--- config.mk ---
export PLATFORM = sky130hd
export DESIGN_NAME = ptqbr_target
export DESIGN_NICKNAME = d
export VERILOG_FILES = /design/src/hdl/ptqbr_pkg.sv /design/src/hdl/ptqbr_fifo.sv /design/src/hdl/ptqbr_mem.sv /design/src/hdl/ptqbr_target.sv
export SDC_FILE = /design/constraint.sdc
export NUM_CORES = 2
export LEC_CHECK = 0
export BUFFER_PORTS_ARGS = -buffer_cell sky130_fd_sc_hd__clkbuf_2
export CAP_MARGIN = 10
export CORE_MARGIN = 8
export CORE_UTILIZATION = 26
export DETAILED_ROUTE_END_ITERATION = 7
export PLACE_DENSITY = 0.53
export SETUP_SLACK_MARGIN = 0.02
export SLEW_MARGIN = 30
export SYNTH_ARGS = -nofsm -noshare
export SYNTH_HDL_FRONTEND = slang
export SYNTH_SLANG_ARGS = --single-unit
--- constraint.sdc ---
create_clock -name clk -period 6.6 [get_ports clk]
set_input_delay 1.98 -clock clk [delete_from_list [all_inputs] [get_ports clk]]
set_output_delay 1.98 -clock clk [all_outputs]
set_load 0.02 [all_outputs]
--- src/hdl/ptqbr_pkg.sv ---
// shared constants and types for the wide target burst read block
package ptqbr_pkg;
  localparam int PTQBR_DATA_W = 64; // quadword width
  localparam int PTQBR_BE_W = 8; // byte enable width
  localparam int PTQBR_REGIONS = 2; // number of address regions
  localparam int PTQBR_FIFO_DEPTH = 16; // read data buffer depth
  localparam int PTQBR_FIFO_AW = 4; // buffer pointer width
  localparam logic [3:0] PTQBR_CMD_MEM_READ = 4'h6; // memory read
  localparam logic [3:0] PTQBR_CMD_MEM_READ_MULT = 4'hc; // read multiple
  localparam logic [3:0] PTQBR_CMD_MEM_READ_LINE = 4'he; // read line
  localparam logic [31:0] PTQBR_REGION0_BASE = 32'h1000_0000; // region 0
  localparam logic [31:0] PTQBR_REGION1_BASE = 32'h2000_0000; // region 1
  localparam logic [31:0] PTQBR_REGION_MASK = 32'hfff0_0000; // 1 MiB each
  localparam logic PTQBR_SLOW_RESET = 1'h1; // select speed after reset
  // bus facing sequence
  typedef enum logic [2:0] {
    PTQBR_IDLE = 3'b000,
    PTQBR_DECODE = 3'b001,
    PTQBR_HIT = 3'b010,
    PTQBR_DATA = 3'b011,
    PTQBR_TURN = 3'b100,
    PTQBR_RELEASE = 3'b101,
    PTQBR_MISS = 3'b110
  } ptqbr_state_t;
endpackage : ptqbr_pkg

--- src/hdl/ptqbr_fifo.sv ---
// show-ahead fifo with valid and ready on both sides
`timescale 1ns/1ns
`default_nettype none
module ptqbr_fifo #(
  parameter int WIDTH = 64,
  parameter int DEPTH = 16,
  parameter int AW = 4
) (
  input wire logic clk,
  input wire logic rst_n,
  input wire logic flush,
  input wire logic in_valid,
  output logic in_ready,
  input wire logic [WIDTH-1:0] in_data,
  output logic out_valid,
  input wire logic out_ready,
  output logic [WIDTH-1:0] out_data
);
  logic [AW:0] count; // words held
  logic [AW:0] next_count;
  logic [AW-1:0] wptr; // write pointer
  logic [AW-1:0] next_wptr;
  logic [AW-1:0] rptr; // read pointer
  logic [AW-1:0] next_rptr;
  logic push;
  logic pop;
  logic [WIDTH-1:0] mem_q; // registered memory read
  logic bypass; // word written last cycle at read pointer
  logic [WIDTH-1:0] held; // copy of that word
  logic next_bypass;

  assign in_ready = (count != DEPTH[AW:0]);
  assign out_valid = (count != '0);
  assign push = in_valid && in_ready;
  assign pop = out_valid && out_ready;
  // memory read has one cycle latency, so a fresh word is forwarded
  assign out_data = bypass ? held : mem_q;

  ptqbr_mem #(.WIDTH(WIDTH), .DEPTH(DEPTH), .AW(AW)) u_mem (
    .clk(clk),
    .wr_en(push),
    .wr_addr(wptr),
    .wr_data(in_data),
    .rd_addr(next_rptr),
    .rd_data(mem_q)
  );

  // pointer and count next values
  always_comb begin
    next_wptr = wptr + AW'(push);
    next_rptr = rptr + AW'(pop);
    next_count = count + (AW+1)'(push) - (AW+1)'(pop);
    next_bypass = push && (wptr == next_rptr);
    if (flush) begin
      next_wptr = '0;
      next_rptr = '0;
      next_count = '0;
      next_bypass = 1'b0;
    end
  end

  // register pointer state
  always_ff @(posedge clk) begin
    if (!rst_n) begin
      wptr <= '0;
      rptr <= '0;
      count <= '0;
      bypass <= 1'b0;
      held <= '0;
    end else begin
      wptr <= next_wptr;
      rptr <= next_rptr;
      count <= next_count;
      bypass <= next_bypass;
      held <= in_data;
    end
  end
endmodule : ptqbr_fifo
`default_nettype wire

--- src/hdl/ptqbr_mem.sv ---
// small dual port memory with registered read data
`timescale 1ns/1ns
`default_nettype none
module ptqbr_mem #(
  parameter int WIDTH = 64,
  parameter int DEPTH = 16,
  parameter int AW = 4
) (
  input wire logic clk,
  input wire logic wr_en,
  input wire logic [AW-1:0] wr_addr,
  input wire logic [WIDTH-1:0] wr_data,
  input wire logic [AW-1:0] rd_addr,
  output logic [WIDTH-1:0] rd_data
);
  logic [WIDTH-1:0] store [DEPTH]; // storage array, no reset needed

  // write port and registered read port
  always_ff @(posedge clk) begin
    if (wr_en) begin
      store[wr_addr] <= wr_data;
    end
    rd_data <= store[rd_addr];
  end
endmodule : ptqbr_mem
`default_nettype wire

--- src/hdl/ptqbr_target.sv ---
// wide target burst read engine between bus and local back-end
`timescale 1ns/1ns
`default_nettype none
module ptqbr_target
  import ptqbr_pkg::*;
(
  input wire logic clk,
  input wire logic rst_n,
  input wire logic select_response_speed, // 1: slow select timing
  input wire logic framen,
  input wire logic req64n,
  input wire logic irdyn,
  input wire logic [PTQBR_DATA_W-1:0] ad_in,
  input wire logic [PTQBR_BE_W-1:0] cben,
  output logic [PTQBR_DATA_W-1:0] ad_out,
  output logic ad_oe,
  output logic trdyn_out,
  output logic devseln_out,
  output logic ack64n_out,
  output logic resp_oe, // drives trdyn, devseln, ack64n
  output logic [31:0] local_captured_address,
  output logic local_wide_transfer_flag,
  output logic [PTQBR_REGIONS-1:0] region_hit,
  input wire logic local_target_ready_n,
  output logic local_low_half_strobe_n,
  output logic local_high_half_strobe_n,
  input wire logic [PTQBR_DATA_W-1:0] local_data_in,
  output logic fifo_space // buffer can take another quadword
);
  ////////////////////////////////////////////////////////////////////////
  // state
  ptqbr_state_t state; // bus facing sequence
  ptqbr_state_t next_state;
  logic [31:0] addr_q; // captured address
  logic [31:0] next_addr_q;
  logic [3:0] cmd_q; // captured command
  logic [3:0] next_cmd_q;
  logic wide; // wide request seen
  logic next_wide;
  logic [PTQBR_REGIONS-1:0] hit; // region select
  logic [PTQBR_REGIONS-1:0] next_hit;
  logic rdy1; // ready seen last cycle
  logic rdy2; // ready seen two cycles back
  logic irdy1; // irdyn asserted last cycle
  logic trdy; // trdyn currently asserted
  logic next_trdy;
  logic sel; // devseln asserted, ack64n too when wide
  logic next_sel;
  logic oe; // response lines driven
  logic next_oe;
  logic adoe; // ad driven
  logic next_adoe;
  logic strobe; // transfer strobes asserted
  logic next_strobe;
  logic last; // frame seen released during data
  logic next_last;
  logic [PTQBR_DATA_W-1:0] ad_q; // quadword on ad
  logic [PTQBR_DATA_W-1:0] next_ad_q;
  logic have; // ad_q holds a quadword not yet taken by the master
  logic next_have;
  logic [PTQBR_FIFO_AW:0] fill; // words in the buffer
  logic [PTQBR_FIFO_AW:0] next_fill;
  // a strobe already in flight still needs a slot, so room looks ahead one
  logic room;

  // buffer links
  logic f_in_valid;
  logic f_in_ready;
  logic f_out_valid;
  logic f_out_ready;
  logic [PTQBR_DATA_W-1:0] f_out_data;
  logic f_flush;
  logic space_q;

  // region decode of the captured address
  logic [PTQBR_REGIONS-1:0] match;
  logic [31:0] base [PTQBR_REGIONS];
  logic cmd_ok;
  logic data_phase_done; // trdyn and irdyn both low this cycle

  assign base[0] = PTQBR_REGION0_BASE;
  assign base[1] = PTQBR_REGION1_BASE;
  genvar gi;
  generate
    for (gi = 0; gi < PTQBR_REGIONS; gi++) begin : g_region
      assign match[gi] = (addr_q & PTQBR_REGION_MASK) == base[gi];
    end
  endgenerate
  // only memory reads are answered here; writes live elsewhere
  assign cmd_ok = (cmd_q == PTQBR_CMD_MEM_READ) ||
                  (cmd_q == PTQBR_CMD_MEM_READ_MULT) ||
                  (cmd_q == PTQBR_CMD_MEM_READ_LINE);
  assign data_phase_done = trdy && !irdyn;
  assign room = (fill + (PTQBR_FIFO_AW+1)'(strobe)) <
                PTQBR_FIFO_DEPTH[PTQBR_FIFO_AW:0];

  ////////////////////////////////////////////////////////////////////////
  // strobes push local data into the buffer as it is handed over
  // back-end data comes with the strobes in the same cycle, captured while strobe set
  assign f_in_valid = strobe && state == PTQBR_DATA;
  // head moves into ad_q when it is empty or its word was just taken
  assign f_out_ready = f_out_valid && (!have || data_phase_done);
  assign f_flush = (state == PTQBR_RELEASE);

  ptqbr_fifo #(
    .WIDTH(PTQBR_DATA_W),
    .DEPTH(PTQBR_FIFO_DEPTH),
    .AW(PTQBR_FIFO_AW)
  ) u_fifo (
    .clk(clk),
    .rst_n(rst_n),
    .flush(f_flush),
    .in_valid(f_in_valid),
    .in_ready(f_in_ready),
    .in_data(local_data_in),
    .out_valid(f_out_valid),
    .out_ready(f_out_ready),
    .out_data(f_out_data)
  );

  ////////////////////////////////////////////////////////////////////////
  // next state of the whole sequence
  always_comb begin
    next_state = state;
    next_addr_q = addr_q;
    next_cmd_q = cmd_q;
    next_wide = wide;
    next_hit = hit;
    next_trdy = trdy;
    next_sel = sel;
    next_oe = oe;
    next_adoe = adoe;
    next_strobe = 1'b0;
    next_last = last;
    next_ad_q = ad_q;
    next_have = have;
    next_fill = fill + (PTQBR_FIFO_AW+1)'(f_in_valid && f_in_ready) -
                (PTQBR_FIFO_AW+1)'(f_out_ready);
    case (state)
      PTQBR_IDLE: begin
        // address phase: capture address, command and wide request
        if (!framen) begin
          next_addr_q = ad_in[31:0];
          next_cmd_q = cben[3:0];
          next_wide = !req64n;
          next_last = 1'b0;
          next_state = PTQBR_DECODE;
        end
      end
      PTQBR_DECODE: begin
        // region select shows up in the third clock
        if (cmd_ok && match != '0) begin
          next_hit = match;
          next_state = PTQBR_HIT;
        end else begin
          next_state = PTQBR_MISS;
        end
      end
      PTQBR_HIT: begin
        // both timings leave here after one clock, since sel is still clear on entry
        if (select_response_speed || !sel) begin
          next_sel = 1'b1;
          next_oe = 1'b1;
          next_adoe = 1'b1;
          next_state = PTQBR_DATA;
        end
      end
      PTQBR_DATA: begin
        // strobes one cycle after ready; held while ready, room and frame not released
        next_strobe = !local_target_ready_n && room && !last;
        if (f_out_ready) begin
          next_ad_q = f_out_data;
          next_have = 1'b1;
        end else if (data_phase_done) begin
          next_have = 1'b0;
        end
        // two cycles of ready lets the quadword go out
        next_trdy = rdy1 && rdy2 && next_have;
        if (framen) begin
          next_last = 1'b1;
        end
        // final phase done once frame was released and data moved
        if (data_phase_done && framen) begin
          next_trdy = 1'b0;
          next_sel = 1'b0;
          next_adoe = 1'b0;
          next_hit = '0;
          next_strobe = 1'b0;
          next_have = 1'b0;
          next_state = PTQBR_TURN;
        end
      end
      PTQBR_TURN: begin
        // lines are deasserted, now released for the next owner
        next_oe = 1'b0;
        next_state = PTQBR_RELEASE;
      end
      PTQBR_RELEASE: begin
        next_wide = 1'b0;
        next_fill = '0; // buffer is flushed here
        next_state = PTQBR_IDLE;
      end
      PTQBR_MISS: begin
        // stay silent until the master ends the attempt
        if (framen && irdyn) begin
          next_state = PTQBR_IDLE;
        end
      end
      default: begin
        next_state = PTQBR_IDLE;
      end
    endcase
  end

  // register the sequence
  always_ff @(posedge clk) begin
    if (!rst_n) begin
      state <= PTQBR_IDLE;
      addr_q <= '0;
      cmd_q <= '0;
      wide <= 1'b0;
      hit <= '0;
      trdy <= 1'b0;
      sel <= 1'b0;
      oe <= 1'b0;
      adoe <= 1'b0;
      strobe <= 1'b0;
      last <= 1'b0;
      ad_q <= '0;
      rdy1 <= 1'b0;
      rdy2 <= 1'b0;
      irdy1 <= 1'b0;
      space_q <= 1'b1; // buffer is empty after reset
      have <= 1'b0;
      fill <= '0;
    end else begin
      state <= next_state;
      addr_q <= next_addr_q;
      cmd_q <= next_cmd_q;
      wide <= next_wide;
      hit <= next_hit;
      trdy <= next_trdy;
      sel <= next_sel;
      oe <= next_oe;
      adoe <= next_adoe;
      strobe <= next_strobe;
      last <= next_last;
      ad_q <= next_ad_q;
      rdy1 <= !local_target_ready_n;
      rdy2 <= rdy1;
      irdy1 <= !irdyn;
      space_q <= f_in_ready;
      have <= next_have;
      fill <= next_fill;
    end
  end

  ////////////////////////////////////////////////////////////////////////
  // outputs from flip-flops, inverted where active low; ack64n_out gates sel with wide
  assign ad_out = ad_q;
  assign ad_oe = adoe;
  assign trdyn_out = !trdy;
  assign devseln_out = !sel;
  assign ack64n_out = !(sel && wide);
  assign resp_oe = oe;
  assign local_captured_address = addr_q;
  assign local_wide_transfer_flag = wide;
  assign region_hit = hit;
  assign local_low_half_strobe_n = !strobe;
  assign local_high_half_strobe_n = !strobe;
  assign fifo_space = space_q;
endmodule : ptqbr_target
`default_nettype wire
==> results.toml <==
[global_route]
busiest_layer = "met2"
grt_pass1_vias = 27534
use_met1_pct = 15.44
globalRouteOverflowTotal = 0
grtUsageMet2_pct = 21.88
use_met3_pct = 2.515
antenna_found_initial = 19
grt_usage_pct = 12.40
grt_pass1_wl_mm = 189.6
grt_start_max_net_pins = 173

[pwr]
power_leakage_nw = 19.51
p_sw_share_pct = 33.74
p_per_area_nw_per_um2 = 411.1
clock_power_share_pct = 31.6
pwr-share-comb_pct = 29.4
finalPower_w = 0.02371
seqPwrFrac_pct = 39.0
p_int_w = 0.01571
power_switching_w = 0.008002
ir_drop_mv = 0.4454

[drt]
viasPerCell = 4.556
first_pass_iters = 5
drc = 0
vias = 27844
antenna_left = 0
first_iter_violations = 1663
drt_wl_total_mm = 129.5
wl_per_cell_um = 21.19

[setup_path]
crit_fanout = 30
reg2reg_depth = 11
r2r_start = "u_fifo.count[2]"
startpoint = "irdyn"
path_depth = 10
path_delay_family = "simple AND/OR/NAND/NOR gates"
r2r-end = "u_fifo.u_mem.rd_data[32]"
slowest_stage = "or3_4"
r2r_slack_ns = 2.30
arrival_ns = 5.49
required_ns = 7.24
cp_slowest_stage_delay_ns = 0.69
path_buf_inv = 2
end_kind = "register"
critPathLaunchType = "input pin"
worstPathCellList = "clkbuf_2 > nand2b_1 > a21oi_1 > ha_4 > nand3_1 > xor2_1 > or3_4 > buf_4 > o32ai_1 > or4_1"
crit_type = "input pin to register"
cp-endpoint = "u_fifo.u_mem.rd_data[32]"

[layout]
post-route-cell-area_sq_um = 57680
nFillCells = 18523
final_common_cell = "edfxtp_1"
layout_common_cells = "edfxtp_1 (1024), nand2_1 (463), dfxtp_1 (261)"
seqCellArea_sq_um = 36000
fin_util_pct = 30.84
synthToLayoutAreaGrowth_pct = 18.30
multi_input_area_sq_um = 11910
nNetsFinal = 3659
drive_above_1_share_pct = 15.53

[sta]
setup_violations = 0
worst_pin_slew_ns = 0.9731
fin_worst_skew_ns = 0.05537
final_max_slew_viol_count = 0
grt_setup_unrepaired = "no"
post-route-period-util_pct = 73.52
timing.slew.headroom_pct = 35.13
max_freq_ghz = 0.2061
holdWs_ns = 0.4281
tns_ns = 0
finalHoldViolCount = 0
fin_crit_ns = 4.853

[synth]
synth_edf_count = 1024
ys_types = 46
syn-num-nets = 3452
synth-main-ff-cell = "edfxtp_1"
avgSynthCellArea_sq_um = 14.81
ys_warn_count = 0
syn_inst = 3291
ys_seq_area_share_pct = 73.83
synth-seq-cells = 1286
syn_area_sq_um = 48760
async_flop_share_pct = 0

[placement]
gp_congestion = 0.7281
portBuffers = 213
dpl.hpwl_mm = 69.99
placed_cell_area_sq_um = 53250

[clocking]
tritoncts = "done"
cts_buffer_depth = 3
cts_setup_buffers = 0
cts.reportedPaths.clkPinSlew_ns = 0.06
numCtsBuffers = 136
cts_root_buf = "clkbuf_16"
numClockSinks = 1286
ctsHtreeMaxLevel = 4
clock_latency_ns = 0.78
cts-resized-gates = 0
cts_hold_buf = 0

[floorplanning]
rows = 159
io_pins = 250
core_area_sq_um = 187000
die_h_um = 449.0
floorplan.initialDensity_pct = 26.07
die_area_sq_um = 201600
die_w_um = 449.0

[job]
maxCapViolations = 0

[min_path]
hold_depth = 1
hp-class = "register to register"

[run_status]
status = "finished clean"
-- cell usage after synthesis, types with 2 or more instances --
master    count  area (sq um)
edfxtp_1   1024         30750
nand2_1     465          1745
dfxtp_1     262          5245
clkbuf_1    200         750.7
nor2b_1     195          1220
mux2i_1     193          1932
a211oi_1    151          1134
a21oi_1     139         695.7
and2_1       70         437.9
or4_1        68         510.5
a311oi_1     65         569.3
a221oi_1     64         560.5
o211a_1      64         640.6
o32ai_1      64         560.5
a211oi_2     42         525.5
a21boi_0     40         300.3
nor2_1       33         123.9
inv_1        23         86.33
ha_1         16         200.2
buf_2        14         70.07
xor2_1       10         87.58
buf_1         8         30.03
nand3_1       8         40.04
o21ai_0       8         40.04
buf_6         7         78.83
nand2b_1      7         43.79
nor3_1        6         30.03
xnor2_1       6         52.55
and3_1        5         31.28
nand4_1       5         31.28
or3_1         4         25.02
a21o_1        3         22.52
nand3b_1      3         22.52
nor4_1        3         18.77
o211ai_1      3         22.52
a31oi_1       2         12.51
fa_1          2         40.04
-- sequential cells by signal, summed over array words and instances, names as in the netlist, 2 cells and up --
name / flops
fill: 5
u_fifo.u_mem.rd_data: 64
region_hit: 2
state: 3
cmd_q: 4
ad_out: 64
u_fifo.rptr: 4
u_fifo.held: 64
u_fifo.u_mem.store: 1024
u_fifo.count: 5
local_captured_address: 32
u_fifo.wptr: 4
-- routing by layer --
layer / up-vias / part of all wire [%]
li1: 13000 / -
met1: 14092 / 43
met2: 543 / 50
met3: 193 / 4.5
met4: 16 / 2.2
met5: - / 0.073
-- final cells by class --
class,instances,share of cell area (%)
inverter,23,0.1497
clock buffer,193,6.440
timing repair buffer,300,3.696
tap,2495,5.412
multi-input combinational,1751,20.65
antenna,5,0.02169
clock inverter,59,1.215
sequential,1286,62.41
-- how the worst min path moves through the flow --
stage               startpoint     end  slack (ns)
global route              last  strobe        0.44
CTS                       last  strobe        0.42
global placement          last  strobe        0.42
detailed placement        last  strobe        0.42
floorplan                 last  strobe        0.40
finish                    last  strobe        0.43
-- power groups by stage --
stage,combinational [W],clock (W),sequential (W)
after floorplan,0.00461,0,0.00943
after global placement,0.00706,0,0.00944
after detailed placement,0.00712,0,0.00944
after CTS,0.00713,0.00770,0.00927
after global routing,0.00766,0.00801,0.00929
final,0.00697,0.00749,0.00926
-- logic make-up after synthesis --
kind of cell	Yosys count	share of synthesized area [%]
and+or+nand+nor	877	8.861
AOI/OAI and AO/OA	647	10.46
adders and majority gates	18	0.4927
DFF	1286	73.83
xor gates and xnor gates	16	0.2874
buffers and inverters	254	2.109
muxes	193	3.962
-- per-stage QoR --
stage / cells / setup slack (ns)
after CTS: 6107 / 1.802
after floorplan: 3291 / 0.2715
final: 6112 / 1.747
after detailed placement: 5855 / 0.9661
after global placement: 5852 / 0.9939
after global routing: 6108 / 1.689
-- worst register-to-register path: stages (launching register included) --
cell and delay (ns):
dfxtp_1 0.31, inv_1 0.08, ha_1 0.19, nor4b_1 0.56, a21oi_1 0.24, ha_4 0.23, nand3_1 0.08, xor2_1 0.69
or3_4 0.69, buf_4 0.39, o32ai_1 0.16, or4_1 0.60
(Power assumes the default switching activity.)
